===== src/hdl/ncs_defines.svh =====
// ncs_defines.svh - clock, timing counts, widths and regulation targets of the charge sequencer
// assumes a 25 MHz core clock; every count below is derived from its own time unit
`ifndef NCS_DEFINES_SVH
`define NCS_DEFINES_SVH

// ==================================================================
// clock and base tick
// ==================================================================
`define NCS_CLK_HZ          25000000
`define NCS_CLK_MHZ         25
`define NCS_TICK_HZ         8
`define NCS_TICK_CYC        (`NCS_CLK_HZ / `NCS_TICK_HZ)

// ==================================================================
// lockout deglitch, about 10 us, rounded up to whole cycles
// ==================================================================
`define NCS_DEGLITCH_NS     10000
`define NCS_DEGLITCH_CYC    ((`NCS_DEGLITCH_NS * `NCS_CLK_MHZ + 999) / 1000)

// ==================================================================
// sequence times, counted in base ticks
// ==================================================================
`define NCS_FILTER_S        4
`define NCS_FILTER_TICKS    (`NCS_FILTER_S * `NCS_TICK_HZ)
`define NCS_PRE_MIN         30
`define NCS_PRE_TICKS       (`NCS_PRE_MIN * 60 * `NCS_TICK_HZ)
`define NCS_BLANK_MIN_X10   43
`define NCS_BLANK_TICKS     ((`NCS_BLANK_MIN_X10 * 60 * `NCS_TICK_HZ) / 10)

// ==================================================================
// widths
// ==================================================================
`define NCS_TIMER_W         18
`define NCS_TICKCNT_W       22
`define NCS_DGCNT_W         8

// ==================================================================
// regulation targets across the sense resistor, two's complement mV
// ==================================================================
`define NCS_TGT_OFF         8'h00
`define NCS_TGT_HIGH_LIN    8'h87
`define NCS_TGT_HIGH_CMP    8'h95
`define NCS_TGT_LOW_LIN     8'hDF
`define NCS_TGT_LOW_CMP     8'hE3

`endif


===== src/hdl/ncs_pkg.sv =====
// ncs_pkg.sv - types shared by the charge sequencer and its bench
// assumes ncs_defines.svh holds all numeric constants
package ncs_pkg;

	// ==================================================================
	// sequencer states, one-hot
	// ==================================================================
	typedef enum logic [7:0] {
		ST_RESET    = 8'h01,
		ST_PRESENCE = 8'h02,
		ST_PRE      = 8'h04,
		ST_FAST     = 8'h08,
		ST_TOP      = 8'h10,
		ST_DONE     = 8'h20,
		ST_FAULT    = 8'h40,
		ST_DISCH    = 8'h80
	} ncs_state_t;

	// regulation level selected for the current amplifier
	typedef enum logic [1:0] {
		LVL_OFF  = 2'h0,
		LVL_LOW  = 2'h1,
		LVL_HIGH = 2'h2
	} ncs_level_t;

	// ==================================================================
	// comparator results arriving from the analog front end
	// ==================================================================
	typedef struct packed {
		logic supply_lockout;   // supply below operating level
		logic above_open;       // cell sense above 1.65 V
		logic below_insert;     // cell sense below cell_insert_threshold
		logic above_low_batt;   // cell sense above low_battery_threshold
		logic temp_in_range;    // thermistor between 0 and 45 C
		logic temp_over;        // thermistor above 50 C
		logic slope_trip;       // temperature slope above 0.5 C per minute
		logic discharge_set;    // reverse current at discharge_set_threshold
		logic discharge_clear;  // forward current at discharge_clear_threshold
		logic mode_comparator;  // high for comparator mode, low for linear
	} ncs_sense_t;

endpackage : ncs_pkg

===== src/hdl/ncs_charger.sv =====
// ncs_charger.sv - charge-cycle sequencer for a series stack of NiMH cells
// assumes comparator results arrive asynchronously on sense_i and that the
// timing-resistor converter delivers the fast-charge length in 8 Hz ticks
`timescale 1ns/1ps
`include "ncs_defines.svh"

// How it works
// - cycle starts at power-up or on insertion
// - lockout forces reset and clears timers
// - lockout deglitched for about 10 us
// - lockout release moves reset to presence
// - presence waits for insertion and 0-45 C
// - four second filter on cell voltage
// - pre-charge uses low regulation target
// - cell above 1.0 V goes fast charge
// - 30 minute timeout or 50 C faults
// - open cell in pre/fast returns presence
// - fast charge uses high regulation target
// - temperature slope trip enters top-off
// - slope ignored first 4.3 minutes
// - fast timer expiry enters top-off
// - over 50 C in fast goes done
// - top-off low level, half timer restart
// - top-off timer or 50 C gives done
// - done: drive released, lamp steady on
// - fault: drive released, lamp blinks
// - done/fault held until pack removed
// - reverse current enters discharge, drive low
// - forward current leaves discharge to presence
// - charging lamp blinks 1 Hz, half duty
// - fault 4 Hz blink; else lamp off
module ncs_charger #(
	parameter int unsigned TICK_CYCLES = `NCS_TICK_CYC  // clock cycles per 8 Hz tick
) (
	input  wire logic                      clock_i,          // 25 MHz core clock
	input  wire logic                      rst_i,            // async reset, active high
	input  wire ncs_pkg::ncs_sense_t       sense_i,          // raw comparator results
	input  wire logic [`NCS_TIMER_W-1:0]   fc_count_i,       // fast-charge length in ticks
	output logic [1:0]                     reg_level_o,      // regulation level select
	output logic [7:0]                     reg_target_o,     // target across sense resistor, mV
	output logic                           charge_drive_out_o, // drive value (1 regulates)
	output logic                           charge_drive_oe_o,  // drive enable
	output logic                           status_lamp_o,    // lamp level when driven
	output logic                           status_lamp_oe_o, // lamp pull-down enable
	output logic [7:0]                     state_o           // current sequencer state
);
	import ncs_pkg::*;

	// ==================================================================
	// input synchroniser
	// ==================================================================
	ncs_sense_t sync_a;  // first stage, read only by sn
	ncs_sense_t sn;      // second stage, used by all logic

	// two flops on every comparator result
	always_ff @(posedge clock_i or posedge rst_i) begin
		if (rst_i) begin
			sync_a <= '0;
			sn     <= '0;
		end else begin
			sync_a <= sense_i;
			sn     <= sync_a;
		end
	end

	// ==================================================================
	// lockout deglitch
	// ==================================================================
	logic                    lockout_q;       // filtered lockout
	logic [`NCS_DGCNT_W-1:0] dg_cnt;          // cycles the raw level has differed
	logic                    next_lockout_q;
	logic [`NCS_DGCNT_W-1:0] next_dg_cnt;

	// a change must stand for the whole deglitch time before it is taken
	always_comb begin
		next_lockout_q = lockout_q;
		next_dg_cnt    = '0;
		if (sn.supply_lockout != lockout_q) begin
			if (dg_cnt == `NCS_DGCNT_W'(`NCS_DEGLITCH_CYC - 1)) begin
				next_lockout_q = sn.supply_lockout;
			end else begin
				next_dg_cnt = dg_cnt + `NCS_DGCNT_W'(1);
			end
		end
	end

	// register the deglitch state; lockout held active out of reset
	always_ff @(posedge clock_i or posedge rst_i) begin
		if (rst_i) begin
			lockout_q <= 1'b1;
			dg_cnt    <= '0;
		end else begin
			lockout_q <= next_lockout_q;
			dg_cnt    <= next_dg_cnt;
		end
	end

	// ==================================================================
	// 8 Hz tick and blink phase
	// ==================================================================
	logic [`NCS_TICKCNT_W-1:0] tick_cnt;   // cycles within a tick
	logic                      tick;       // one-cycle enable at 8 Hz
	logic [2:0]                blink;      // bit0 gives 4 Hz, bit2 gives 1 Hz
	logic [`NCS_TICKCNT_W-1:0] next_tick_cnt;
	logic                      next_tick;
	logic [2:0]                next_blink;

	// divider wraps every TICK_CYCLES; blink advances once per tick
	always_comb begin
		next_tick     = 1'b0;
		next_tick_cnt = tick_cnt + `NCS_TICKCNT_W'(1);
		if (tick_cnt == `NCS_TICKCNT_W'(TICK_CYCLES - 1)) begin
			next_tick_cnt = '0;
			next_tick     = 1'b1;
		end
		next_blink = tick ? blink + 3'h1 : blink;
	end

	// register the divider
	always_ff @(posedge clock_i or posedge rst_i) begin
		if (rst_i) begin
			tick_cnt <= '0;
			tick     <= 1'b0;
			blink    <= 3'h0;
		end else begin
			tick_cnt <= next_tick_cnt;
			tick     <= next_tick;
			blink    <= next_blink;
		end
	end

	// ==================================================================
	// charge timer, restarted on every state change
	// ==================================================================
	ncs_state_t              state;        // current state
	ncs_state_t              next_state;
	logic [`NCS_TIMER_W-1:0] timer;        // ticks spent in this state
	logic [`NCS_TIMER_W-1:0] next_timer;
	logic                    filt_done;    // insertion filter has elapsed
	logic                    blank_done;   // slope blanking has elapsed
	logic                    pre_expired;  // pre-charge limit reached
	logic                    fc_expired;   // fast-charge limit reached
	logic                    top_expired;  // top-off limit reached

	// limit compares against the running timer
	always_comb begin
		filt_done   = timer >= `NCS_TIMER_W'(`NCS_FILTER_TICKS);
		blank_done  = timer >= `NCS_TIMER_W'(`NCS_BLANK_TICKS);
		pre_expired = timer >= `NCS_TIMER_W'(`NCS_PRE_TICKS);
		fc_expired  = timer >= fc_count_i;
		top_expired = timer >= (fc_count_i >> 1);
	end

	// clear on lockout or state change, else count ticks and saturate
	always_comb begin
		next_timer = timer;
		if (lockout_q || next_state != state) begin
			next_timer = '0;
		end else if (tick && timer != '1) begin
			next_timer = timer + `NCS_TIMER_W'(1);
		end
	end

	// register the timer
	always_ff @(posedge clock_i or posedge rst_i) begin
		if (rst_i) begin
			timer <= '0;
		end else begin
			timer <= next_timer;
		end
	end

	// ==================================================================
	// sequencer
	// ==================================================================
	// lockout wins over everything, reverse current over the rest except in reset
	always_comb begin
		next_state = state;
		if (lockout_q) begin
			next_state = ST_RESET;
		end else if (sn.discharge_set && state != ST_RESET && state != ST_DISCH) begin
			next_state = ST_DISCH;
		end else begin
			unique case (state)
				// lockout released: look for a pack
				ST_RESET: begin
					next_state = ST_PRESENCE;
				end
				// pack fitted at power-up or inserted later
				ST_PRESENCE: begin
					if (sn.below_insert && sn.temp_in_range) begin
						next_state = ST_PRE;
					end
				end
				// reduced-rate conditioning
				ST_PRE: begin
					if (sn.temp_over) begin
						next_state = ST_FAULT;
					end else if (filt_done && sn.above_open) begin
						next_state = ST_PRESENCE;
					end else if (filt_done && sn.above_low_batt) begin
						next_state = ST_FAST;
					end else if (pre_expired) begin
						next_state = ST_FAULT;
					end
				end
				// full-rate charge
				ST_FAST: begin
					if (sn.above_open) begin
						next_state = ST_PRESENCE;
					end else if (sn.temp_over) begin
						next_state = ST_DONE;
					end else if (blank_done && sn.slope_trip) begin
						next_state = ST_TOP;
					end else if (fc_expired) begin
						next_state = ST_TOP;
					end
				end
				// finishing charge on half the timer
				ST_TOP: begin
					if (top_expired || sn.temp_over) begin
						next_state = ST_DONE;
					end
				end
				// held until the pack is taken out
				ST_DONE, ST_FAULT: begin
					if (sn.above_open) begin
						next_state = ST_PRESENCE;
					end
				end
				// pack feeding a load
				ST_DISCH: begin
					if (sn.discharge_clear) begin
						next_state = ST_PRESENCE;
					end
				end
				// illegal code: restart cleanly
				default: begin
					next_state = ST_RESET;
				end
			endcase
		end
	end

	// register the state
	always_ff @(posedge clock_i or posedge rst_i) begin
		if (rst_i) begin
			state <= ST_RESET;
		end else begin
			state <= next_state;
		end
	end

	// ==================================================================
	// outputs, all registered from the current state
	// ==================================================================
	logic [1:0] next_level;
	logic [7:0] next_target;
	logic       next_drive_out;
	logic       next_drive_oe;
	logic       next_lamp_oe;

	// per-state regulation, drive and lamp pattern
	always_comb begin
		next_level     = LVL_OFF;
		next_target    = `NCS_TGT_OFF;
		next_drive_out = 1'b0;
		next_drive_oe  = 1'b0;
		next_lamp_oe   = 1'b0;
		unique case (state)
			// low level while conditioning or topping off
			ST_PRE, ST_TOP: begin
				next_level     = LVL_LOW;
				next_target    = sn.mode_comparator ? `NCS_TGT_LOW_CMP : `NCS_TGT_LOW_LIN;
				next_drive_out = 1'b1;
				next_drive_oe  = 1'b1;
				next_lamp_oe   = blink[2];
			end
			// high level during fast charge
			ST_FAST: begin
				next_level     = LVL_HIGH;
				next_target    = sn.mode_comparator ? `NCS_TGT_HIGH_CMP : `NCS_TGT_HIGH_LIN;
				next_drive_out = 1'b1;
				next_drive_oe  = 1'b1;
				next_lamp_oe   = blink[2];
			end
			// drive released, lamp steady on
			ST_DONE: begin
				next_lamp_oe = 1'b1;
			end
			// drive released, fast blink
			ST_FAULT: begin
				next_lamp_oe = blink[0];
			end
			// pass element driven fully on, lamp off
			ST_DISCH: begin
				next_drive_oe = 1'b1;
			end
			// reset and presence: everything released
			default: begin
				next_level = LVL_OFF;
			end
		endcase
	end

	// output flops
	always_ff @(posedge clock_i or posedge rst_i) begin
		if (rst_i) begin
			reg_level_o        <= LVL_OFF;
			reg_target_o       <= `NCS_TGT_OFF;
			charge_drive_out_o <= 1'b0;
			charge_drive_oe_o  <= 1'b0;
			status_lamp_o      <= 1'b0;
			status_lamp_oe_o   <= 1'b0;
			state_o            <= ST_RESET;
		end else begin
			reg_level_o        <= next_level;
			reg_target_o       <= next_target;
			charge_drive_out_o <= next_drive_out;
			charge_drive_oe_o  <= next_drive_oe;
			status_lamp_o      <= 1'b0;
			status_lamp_oe_o   <= next_lamp_oe;
			state_o            <= state;
		end
	end
endmodule : ncs_charger


===== config.mk =====
export PLATFORM = sky130hd
export DESIGN_NAME = ncs_charger
export DESIGN_NICKNAME = d
export VERILOG_FILES = /design/src/hdl/ncs_pkg.sv /design/src/hdl/ncs_charger.sv
export VERILOG_INCLUDE_DIRS = /design/src /design/src/hdl
export SDC_FILE = /design/constraint.sdc
export NUM_CORES = 1
export LEC_CHECK = 0
export BUFFER_PORTS_ARGS = -buffer_cell sky130_fd_sc_hd__buf_2
export CORE_ASPECT_RATIO = 0.9
export CORE_MARGIN = 4
export CORE_UTILIZATION = 36
export DETAILED_ROUTE_END_ITERATION = 10
export PLACE_DENSITY = 0.51
export SLEW_MARGIN = 5
export SYNTH_ARGS = -nofsm -noshare
export SYNTH_HDL_FRONTEND = slang
export SYNTH_SLANG_ARGS = --single-unit

===== constraint.sdc =====
create_clock -name clock_i -period 3.3 [get_ports clock_i]
set_input_delay 0.165 -clock clock_i [delete_from_list [all_inputs] [get_ports clock_i]]
set_output_delay 0.165 -clock clock_i [all_outputs]
set_load 0.01 [all_outputs]

### Yosys cells after proc, flatten, opt, wreduce, memory -nomap -nowiden

Cells that the tools add are included.

| word-level totals | value |
|---|---|
| register bits | 102 |
| input port bits | 30 |
| output and inout bits | 22 |
| word-level logic and storage cells | 100 |

| operators by class | value |
|---|---|
| $add $sub $neg | 4 |
| order comparisons | 5 |
| equality and inequality tests | 15 |
| mux-type cells | 28 |
| reduce and logical (&&, ||, !) cells | 15 |

Operators by type and width:

| cell | count |
|---|---|
| 2-to-1 mux 8 bit | 16 |
| case mux 8 bit (7 select lines) | 1 |
| 2-to-1 mux 18 bit | 2 |
| adder 22 x 1 -> 22 bit, second input constant | 1 |
| equality test 22 bit, second input constant | 1 |
| 2-to-1 mux 22 bit | 1 |
| adder 18 x 1 -> 18 bit, second input constant | 1 |
| >= comparator 18 x 12 -> 1 bit, second input constant | 1 |
| >= comparator 18 x 14 -> 1 bit, second input constant | 1 |
| >= comparator 18 x 17 -> 1 bit | 1 |
| >= comparator 18 bit | 1 |
| >= comparator 18 x 6 -> 1 bit, second input constant | 1 |
| inequality test 18 bit, second input constant | 1 |
| equality test 8 bit, second input constant | 2 |
| case mux 8 bit (2 select lines) | 1 |
| adder 8 x 1 -> 8 bit, second input constant | 1 |
| equality test 8 x 1 -> 1 bit, second input constant | 1 |
| equality test 8 x 2 -> 1 bit, second input constant | 1 |
| equality test 8 x 3 -> 1 bit, second input constant | 1 |
| equality test 8 x 4 -> 1 bit, second input constant | 1 |
| equality test 8 x 5 -> 1 bit, second input constant | 1 |
| equality test 8 x 6 -> 1 bit, second input constant | 1 |
| equality test 8 x 7 -> 1 bit, second input constant | 1 |
| inequality test 8 x 1 -> 1 bit, second input constant | 1 |
| 16 further kinds | 26 |

### Longest topological paths before layout

Gate-level depths: netlist (run 1).

| logic depth | value |
|---|---|
| word-level depth | 11 |
| gate-level depth with buffers | 11 |

### Least setup slack after synthesis (run 1)

OpenSTA, ideal clock, no wires.

| timing path | value |
|---|---|
| path kind | reg2reg |
| from | register timer[15] |
| to | register timer[2] |
| setup time | 0.099 ns |
| data arrival time | 2.475 ns |
| data required time | 3.201 ns |
| setup slack | 0.725 ns |
| cell stages (with the launch flop) | 9 |
| buffers on the path | 0 |
| period minus slack after synthesis | 2.575 ns |
| cell sequence | dfrtp_1 > or4_4 > or3_4 > o31ai_2 > o31ai_1 > a21o_1 > a32oi_4 > nand4_4 > a311oi_1 |

| between the ends | value |
|---|---|
| word-level cells in the longest chain between the ends | 11 |
| elaborated cells between the ends (all ways) | 27 |
| those cells by class | 5 x order compare; 2 x eq/ne; 13 x mux; 7 x reduce/logical |

Ends and longest elaborated chain:

| item | line | text |
|---|---|---|
| start, declared | ncs_charger.sv:137 | `` logic [`NCS_TIMER_W-1:0] timer; `` |
| start signal, assigned | ncs_charger.sv:169 | `timer <= next_timer;` |
| >= comparator 18 bit, or another cell as far along | ncs_charger.sv:150 | `fc_expired = timer >= fc_count_i;` |
| 2-to-1 mux 8 bit, or another cell as far along | ncs_charger.sv:215 | `end else if (fc_expired) begin` |
| 2-to-1 mux 8 bit, on equally long branches | ncs_charger.sv:213, ncs_charger.sv:201 |  |
| 2-to-1 mux 8 bit, on equally long branches | ncs_charger.sv:211, ncs_charger.sv:199 |  |
| 2-to-1 mux 8 bit, on equally long branches | ncs_charger.sv:209, ncs_charger.sv:197 |  |
| case mux 8 bit (7 select lines) | ncs_charger.sv:184 | `unique case (state)` |
| 2-to-1 mux 8 bit | ncs_charger.sv:181 | `end else if (sn.discharge_set && state != ST_RESET && state != ST_DISCH) begin` |
| 2-to-1 mux 8 bit | ncs_charger.sv:179 | `if (lockout_q) begin` |
| inequality test 8 bit | ncs_charger.sv:157 | `if (lockout_q \|\| next_state != state) begin` |
| logical OR 1 bit | ncs_charger.sv:157 |  |
| 2-to-1 mux 18 bit / nonzero test 2 bit (equally long branches) | - |  |

Several ways; a longest one is shown, not always the timed one.
A chain may end at the register's enable or synchronous reset.

### Worst setup path in the final report (run 1)

| timing path | value |
|---|---|
| from | register timer[15] |
| to | register timer[4] |

Same word-level chain as after synthesis.

==> impl_metrics.toml, run 1 <==
[timing]
drv_slew = 0
max_clock_freq_mhz = 331
finalHoldViolCount = 0
period_minus_slack_ns = 3.02
max_slew_margin = 0.534
timing.setup.tns_ns = 0
finalSetupViolations = 0
finClkSkew_ns = 0.00260
min_period_over_period = 0.915
tightest_slew_ns = 0.694
fin_ws_ns = 0.280
rsz0062_at_grt = "false"

[clock_network]
cts_setup_buffers = 0
htree_levels = 3
insertion_delay_ns = 0.34
clk_root_buffer_cell = "clkbuf_16"
clk_pin_slew_ns = 0.07
cts_sinks = 100
cts_resized = 0
clk_path_buf_depth = 2
cts_tree = "yes"
hold_buffers = 11
cts-buffers-inserted = 9

[placement]
io_buffer_count = 50
dpl_worst_slack_ns = 0.290
hpwl_mm = 9.05
gp_congestion = 0.866

[routing]
ant_nets = 0
first_pass_iters = 4
routed_via_density = 5.05
routed_wl_mm = 12.1
drcViolationCount = 0
initialDrtViolationCount = 285
via_count = 4102
routedWlPerCell_um = 14.9

[logic_synthesis]
synth-edff-count = 0
yosysUniqueCellTypes = 66
synth_flop_cell = "dfrtp_1"
synth_top_area_frac = 0.446
syn_inst = 545
synth_area_leaders = "dfrtp_1, ha_1, xor2_1"
syn_area_per_cell_um2 = 9.98
netlist_area_um2 = 5440
yosysWarningCount = 0
syn-num-nets = 616
synth.largest_area_cell = "dfrtp_1"
ys_seq_area_frac = 0.461
ys_ff_latch = 100
synthArstFlopShare = 1.00

[grt]
overflow = 0
antenna_found_initial = 0
grt_max_degree = 53
grt_usage = 0.149
grt_pass1_wl_mm = 20.7
grt_pass1_vias = 4128

[critical_path]
crit_fanout = 14
path_class = "register to register"
cpPeakStageDelay_ns = 0.59
worstSetupStartpointType = "register"
cp_cell_sequence = "or4_4 > or3_4 > o31a_1 > o211ai_1 > o2111ai_1 > nand3_1 > nand4_4 > a311oi_1"
slowest_stage = "or4_4"
worstPathRequired_ns = 3.54
endpoint_kind = "register"
cp.arrival_ns = 3.26

[power]
p_leak_nw = 3.05
vdd.ir_drop.worst_mv = 0.290
p_per_area_nw_per_um2 = 512

[cells_and_area]
syn_to_final_growth_pct = 17.4
layout-drive-gt1-share = 0.179
antenna_cells = 0
fin_nets = 680

[worst_hold_path]
hold_path.class = "register to register"

[floorplan]
placementRows = 42
fp.coreArea_um2 = 14800
die_y_um = 125
start_util = 0.368
ioPinCount = 52
die-area_um2 = 17100
die_w_um = 138

[flow_run]
drv_cap = 0

[outcome]
status = "finished clean"
==> worst paths after layout <==
check                                      start              endpoint  slack [ns]  cells after the start
max                        timer[15]$_DFFE_PP0P_  timer[4]$_DFFE_PP0P_        0.28                      8
min                          sync_a[4]$_DFF_PP0_       sn[4]$_DFF_PP0_        0.35                      0
max reg2reg                timer[15]$_DFFE_PP0P_  timer[4]$_DFFE_PP0P_        0.28                      8
min reg2reg                  sync_a[4]$_DFF_PP0_       sn[4]$_DFF_PP0_        0.35                      0
max in group asynchronous                  rst_i  state_o[0]$_DFF_PP1_        2.01                      4
min in group asynchronous                  rst_i   sync_a[0]$_DFF_PP0_        0.48                      3
==> per-layer routing <==
metal	vias up	wire length (µm)	track usage	share of wire
met3	10	550	0.0275	0.046
met1	1965	5790	0.219	0.48
met5	-	0	0	0
met4	0	104	0.0358	0.0086
li1	2060	-	-	-
met2	67	5620	0.227	0.47
==> metrics by stage <==
step	cell area, µm²	total power, mW	hold WS (ns)	std cells	util
final	6380	3.27	0.349	812	0.432
after detailed placement	5940	2.12	0.277	785	0.402
after global placement	5940	2.12	0.275	785	0.402
after CTS	6380	3.31	0.350	812	0.432
after floorplan	5440	1.93	0.196	545	-
after global routing	6380	3.47	0.357	812	0.432
==> critical path: cells and delay by family (launching register included) <==
family | cells | cell delay, ns
DFF | 1 | 0.43
and+or+nand+nor | 4 | 1.44
AOI/OAI and AO/OA | 4 | 1.05
==> power by group <==
group / internal, mW / switching (mW)
clock network: 0.707 / 0.449
logic: 0.294 / 0.462
registers: 1.29 / 0.0707
total: 2.29 / 0.982
==> state kept, by name (all words and copies together) (netlist names), 3 cells and up <==
signal and count:
blink 3, state_o 8, tick_cnt 22, state 8, timer 18, reg_target_o 7
sync_a 10, sn 10, dg_cnt 8
==> cell usage in the layout (no fill, tap or decap), types with 3 or more instances in the layout <==
cell,instances
nor4_1,4
nor3b_1,3
and2_1,3
buf_4,13
inv_1,24
o31ai_1,4
and3_1,15
nand2_1,36
xnor2_1,19
a21o_1,7
dlygate4sd3_1,11
a21oi_1,24
nor2_2,9
or3_1,6
nor2_1,48
dfstp_2,3
clkbuf_16,9
o21ai_1,3
a311oi_1,3
buf_2,50
xor2_1,25
dfrtp_1,97
nor4b_1,3
nand2b_1,12
nor3_1,15
ha_1,41
a211oi_1,8
nand3_1,32
a31oi_1,5
o21ai_0,12
nand4_1,13
o21a_1,6
==> synthesized netlist by cell type (all sizes together), types with 4 or more instances <==
cell	n
o31ai	5
nor3	15
xor2	25
ha	41
nor2	57
nand4	14
or3	9
clkbuf	12
and2	4
o21a	6
nand3	32
nor4	6
a21oi	25
a21o	7
buf	9
nand2	37
o21ai	15
and3	16
a31oi	5
xnor2	19
a211oi	8
dfrtp	97
inv	25
nand2b	12
==> area by class of cell <==
class | instances | area, µm²
multi-input cells | 399 | 2740
fillers | 1444 | 8380
flip-flops and latches | 100 | 2510
repair buffers | 74 | 458
clock inverters | 5 | 81.3
inverters | 25 | 96.3
well taps | 198 | 248
clock buffers | 11 | 253
==> cell families (layout without fill, tap and decap cells) <==
group / count (synthesis) / after routing / share of synthesized area
buffers and inverters: 46 / 115 / 0.0363
AO/OA/AOI/OAI: 88 / 88 / 0.113
adder cells (fa/ha/maj): 41 / 41 / 0.0943
AND/OR/NAND/NOR: 221 / 221 / 0.217
flip-flops: 100 / 100 / 0.461
other: 1 / 1 / 0.000689
multiplexers: 4 / 4 / 0.00782
XOR/XNOR: 44 / 44 / 0.0708
Power figures use the tool's default switching activity.
==> run 2, diff against run 1 <==
--- a/config.mk
+++ b/config.mk
@@ -7,12 +7,15 @@
 export NUM_CORES = 1
 export LEC_CHECK = 0
 export BUFFER_PORTS_ARGS = -buffer_cell sky130_fd_sc_hd__buf_2
+export CELL_PAD_IN_SITES_DETAIL_PLACEMENT = 1
+export CELL_PAD_IN_SITES_GLOBAL_PLACEMENT = 1
 export CORE_ASPECT_RATIO = 0.9
 export CORE_MARGIN = 4
 export CORE_UTILIZATION = 36
 export DETAILED_ROUTE_END_ITERATION = 10
-export PLACE_DENSITY = 0.51
+export PLACE_DENSITY = 0.62
 export SLEW_MARGIN = 5
 export SYNTH_ARGS = -nofsm -noshare
 export SYNTH_HDL_FRONTEND = slang
 export SYNTH_SLANG_ARGS = --single-unit
+export TNS_END_PERCENT = 10
==> run 2 against run 1 <==
Net effect: maximum frequency shrank 0.61%; die area did not move; highest routed layer unchanged; power shrank 0.18%.
==> impl_metrics.toml, run 2 (same netlist as run 1, synthesis figures left out) <==
[floorplan]
start_util = 0.368
fp.coreArea_um2 = 14800
die_y_um = 125
die_w_um = 138
die-area_um2 = 17100
placementRows = 42
ioPinCount = 52

[outcome]
status = "finished clean"

[cells_and_area]
largest_reg_flops = 22
top_register = "tick_cnt"
final_cells = 808
final_cell_mix = "dfrtp_1, buf_2, nor2_1"
layout-drive-gt1-share = 0.174
final_cell_area_um2 = 6340
fin_nets = 676
final_common_cell = "dfrtp_1"
reg_top3 = "tick_cnt x22, timer x18"
n_fill_cell = 1707
antenna_cells = 0
multi_input_area_um2 = 2740
utilization = 0.430
syn_to_final_growth_pct = 16.6
ff_latch_area_um2 = 2510

[routing]
drcViolationCount = 0
routed_wl_mm = 13.6
routed_via_density = 5.24
via_count = 4232
ant_nets = 0
initialDrtViolationCount = 265
first_pass_iters = 4
routedWlPerCell_um = 16.9

[power]
p_leak_nw = 3.03
p_per_area_nw_per_um2 = 515
vdd.ir_drop.worst_mv = 0.323

[timing]
tightest_slew_ns = 1.00
finClkSkew_ns = 0.00531
min_period_over_period = 0.921
whs_ns = 0.0476
max_slew_margin = 0.333
finalSetupViolations = 0
timing.setup.tns_ns = 0
period_minus_slack_ns = 3.04
finalHoldViolCount = 0
rsz0062_at_grt = "false"
drv_slew = 0
max_clock_freq_mhz = 329

[critical_path]
path_class = "register to register"
crit_start = "timer[16]$_DFFE_PP0P_"
endpoint_kind = "register"
slowest_stage = "or4_4"
crit_fanout = 11
worstSetupStartpointType = "register"
timing.rr.start = "timer[16]$_DFFE_PP0P_"
cpPeakStageDelay_ns = 0.54
crit_buf_inv = 1
critPathTopFamily = "simple AND/OR/NAND/NOR gates"
cp_cell_sequence = "or4_4 > or3_4 > o31a_1 > o211ai_1 > o2111ai_1 > nand3_1 > nand4_4 > buf_4 > nor2_2"
worstPathRequired_ns = 3.59
cp.arrival_ns = 3.33

[flow_run]
drv_cap = 0

[clock_network]
cts_resized = 0
cts_tree = "yes"
clk_pin_slew_ns = 0.07
cts-buffers-inserted = 9
insertion_delay_ns = 0.35
clk_path_buf_depth = 2
cts_sinks = 100
htree_levels = 3
clk_root_buffer_cell = "clkbuf_16"

[placement]
placed_cell_area_um2 = 5920
io_buffer_count = 50
gp_congestion = 0.826
dp.cells = 782
hpwl_mm = 10.2

[grt]
antenna_found_initial = 0
grt_pass1_wl_mm = 23.2
grt_usage = 0.168
overflow = 0
grt_pass1_vias = 4553
grt_max_degree = 82

[worst_hold_path]
hold_path.class = "primary input to async pin"
## run 2: cell count changes in the layout (fill, tap and decap cells not counted), sizes merged
cell	previous run	this run
clkinvlp	1	0
dlygate4sd3	11	10
clkinv	1	2
buf	63	60
## run 2: power by group
group | switching, mW | total [mW] | internal (mW)
sequential | 0.0750 | 1.36 | 1.29
clock | 0.463 | 1.15 | 0.688
combinational | 0.469 | 0.752 | 0.283
total | 1.01 | 3.26 | 2.26
## run 2: what timing repair did
| action | CTS | global route |
|---|---|---|
| endpoints found under the setup margin | 0 | 0 |
| endpoints found under the hold margin | 10 | 0 |
| setup buffers | 0 | 0 |
| hold buffers | 10 | 0 |
## run 2: layout make-up
class | count | share of cell area
Multi-Input combinational cell | 399 | 0.432
Sequential cell | 100 | 0.395
Tap cell | 198 | 0.0391
Clock inverter | 5 | 0.0130
Clock buffer | 11 | 0.0383
Timing Repair Buffer | 70 | 0.0671
Inverter | 25 | 0.0152
## run 2: final timing paths
path	slack, ns	end	cells past startpoint
min in group clock_i	0.35	sn[9]$_DFF_PP0_	0
max in group asynchronous	2.51	tick_cnt[9]$_DFF_PP0_	3
hold reg to reg	0.35	sn[9]$_DFF_PP0_	0
hold / removal	0.05	reg_target_o[5]$_DFF_PP0_	2
setup / recovery	0.26	timer[10]$_DFFE_PP0P_	9
setup reg to reg	0.26	timer[10]$_DFFE_PP0P_	9
## run 2: layer usage
layer	part of all wire	up-vias	wire length, µm	global-route usage
met5	0	-	0	0
met4	0.0089	0	121	0.0352
met3	0.038	10	520	0.0416
met2	0.48	63	6480	0.266
met1	0.48	2115	6520	0.234
li1	-	2044	-	-
## run 2: stage by stage
stage | power [mW] | worst slack (ns)
floorplan | 1.93 | 0.521
global placement | 2.10 | 0.426
detailed placement | 2.12 | 0.328
CTS | 3.31 | 0.249
global route | 3.45 | 0.0959
finish | 3.26 | 0.262
==> run 3, diff against run 2 <==
--- a/config.mk
+++ b/config.mk
@@ -7,12 +7,15 @@
 export NUM_CORES = 1
 export LEC_CHECK = 0
 export BUFFER_PORTS_ARGS = -buffer_cell sky130_fd_sc_hd__buf_2
+export CAP_MARGIN = 20
 export CELL_PAD_IN_SITES_DETAIL_PLACEMENT = 1
 export CELL_PAD_IN_SITES_GLOBAL_PLACEMENT = 1
 export CORE_ASPECT_RATIO = 0.9
 export CORE_MARGIN = 4
 export CORE_UTILIZATION = 36
+export CTS_CLUSTER_SIZE = 40
 export DETAILED_ROUTE_END_ITERATION = 10
+export HOLD_SLACK_MARGIN = 0.06
 export PLACE_DENSITY = 0.62
 export SLEW_MARGIN = 5
 export SYNTH_ARGS = -nofsm -noshare
==> run 3 against run 2 <==
Net effect: clock power hardly changed; clock skew hardly changed; global-route usage stayed put; first-iteration DRC count is 10% lower.
==> impl_metrics.toml, run 3 (same netlist as run 1, synthesis figures left out) <==
[outcome]
status = "finished clean"

[critical_path]
path_class = "register to register"
worstPathRequired_ns = 3.59
cp.arrival_ns = 3.34
ff2ff_setup_slack_ns = 0.25
endpoint_kind = "register"
reg2reg_to = "timer[10]$_DFFE_PP0P_"
r2r_cells = 9
timing.rr.start = "timer[16]$_DFFE_PP0P_"
worstSetupStartpointType = "register"
crit_start = "timer[16]$_DFFE_PP0P_"
crit_fanout = 11

[cells_and_area]
utilization = 0.432
largest_reg_flops = 22
layout-drive-gt1-share = 0.175
final_common_cell = "dfrtp_1"
reg_top3 = "tick_cnt x22, timer x18"
final_cell_mix = "dfrtp_1, buf_2, nor2_1"
n_fill_cell = 1705
syn_to_final_growth_pct = 17.2
antenna_cells = 0
fin_nets = 678
top_register = "tick_cnt"

[clock_network]
cts_resized = 0
insertion_delay_ns = 0.35
clk_root_buffer_cell = "clkbuf_16"
htree_levels = 3
cts_tree = "yes"
cts-buffers-inserted = 9
clk_path_buf_depth = 2
clk_pin_slew_ns = 0.07
cts_sinks = 100

[grt]
antenna_found_initial = 0
overflow = 0
grt_max_degree = 82
grt_pass1_wl_mm = 23.2
grt_usage = 0.168
grt_pass1_vias = 4553

[routing]
routed_via_density = 5.22
routed_wl_mm = 13.6
routedWlPerCell_um = 16.8
ant_nets = 0
drcViolationCount = 0
initialDrtViolationCount = 238
via_count = 4230
first_pass_iters = 4

[floorplan]
placementRows = 42
die_y_um = 125
fp.coreArea_um2 = 14800
ioPinCount = 52
die_w_um = 138
start_util = 0.368
die-area_um2 = 17100

[power]
comb_power_share = 0.232
p_leak_nw = 3.04
pwr-share-seq = 0.416
vdd.ir_drop.worst_mv = 0.324
p_int_mw = 2.26
p_per_area_nw_per_um2 = 513
p_clk_frac = 0.352
switching_share = 0.309
switchingPower_mw = 1.01

[worst_hold_path]
hold_path.class = "register to register"
min_to = "sn[9]$_DFF_PP0_"
min_delay_path_depth = 0
hold_start = "sync_a[9]$_DFF_PP0_"

[timing]
period_minus_slack_ns = 3.05
finClkSkew_ns = 0.00481
tightest_slew_ns = 0.690
finalHoldViolCount = 0
whs_ns = 0.350
rsz0062_at_grt = "false"
timing.setup.tns_ns = 0
finalSetupViolations = 0
min_period_over_period = 0.925
max_clock_freq_mhz = 327
max_slew_margin = 0.536
drv_slew = 0

[placement]
gp_congestion = 0.826
io_buffer_count = 50
hpwl_mm = 10.2

[flow_run]
drv_cap = 0
run 3: cell types whose count changed in the layout (fill, tap and decap cells not counted):
cell,previous run,this run
buf_12,0,1
dlygate4sd3_1,10,11
run 3: timing repair:
action	in CTS	in global routing
setup buffers	0	0
hold endpoints to repair	10	39
hold buffers	10	1
run 3: worst max-delay path by stage:
| stage | endpoint | slack, ns | cells after the start |
|---|---|---|---|
| CTS | timer[10]$_DFFE_PP0P_ | 0.25 | 9 |
| finish | timer[10]$_DFFE_PP0P_ | 0.25 | 9 |
| detailed placement | timer[10]$_DFFE_PP0P_ | 0.33 | 9 |
| global route | timer[2]$_DFFE_PP0P_ | 0.1 | 8 |
| global placement | timer[14]$_DFFE_PP0P_ | 0.43 | 9 |
| floorplan | blink[0]$_DFFE_PP0P_ | 0.52 | 1 |
run 3: power by group through the flow:
| stage | logic [mW] | clock network [mW] | registers, mW |
|---|---|---|---|
| floorplan | 0.581 | 0 | 1.35 |
| global placement | 0.716 | 0 | 1.38 |
| detailed placement | 0.739 | 0 | 1.38 |
| CTS | 0.764 | 1.19 | 1.36 |
| global route | 0.841 | 1.24 | 1.37 |
| finish | 0.759 | 1.15 | 1.36 |
run 3: final cells by class:
| cell class | count | area (µm²) | share of cell area |
|---|---|---|---|
| tap | 198 | 248 | 0.0389 |
| clock inverter | 5 | 82.6 | 0.0130 |
| inverter | 25 | 96.3 | 0.0151 |
| clock buffer | 11 | 243 | 0.0381 |
| timing repair buffer | 72 | 455 | 0.0715 |
| sequential | 100 | 2510 | 0.393 |
| multi-input combinational | 399 | 2740 | 0.430 |
run 3: per-layer routing:
layer | vias to the layer above | GRT usage | wire (µm)
met1 | 2111 | 0.234 | 6530
met3 | 10 | 0.0416 | 442
met5 | - | 0 | 0
met2 | 56 | 0.266 | 6560
li1 | 2053 | - | -
met4 | 0 | 0.0352 | 117
run 3: critical path, stage by stage (launching register included):
cell       delay (ns)
dfrtp_1          0.50
or4_4            0.54
or3_4            0.38
o31a_1           0.29
o211ai_1         0.25
o2111ai_1        0.19
nand3_1          0.20
nand4_4          0.27
buf_4            0.27
nor2_2           0.10
run 3: stage by stage:
stage                     area, µm²  worst slack, ns  total power, mW  std cells
after floorplan                5440            0.521             1.93        545
after global placement         5920            0.426             2.10        782
after detailed placement       5920            0.328             2.12        782
after CTS                      6340            0.249             3.31        808
after global routing           6370           0.0959             3.46        810
final                          6370            0.246             3.27        810
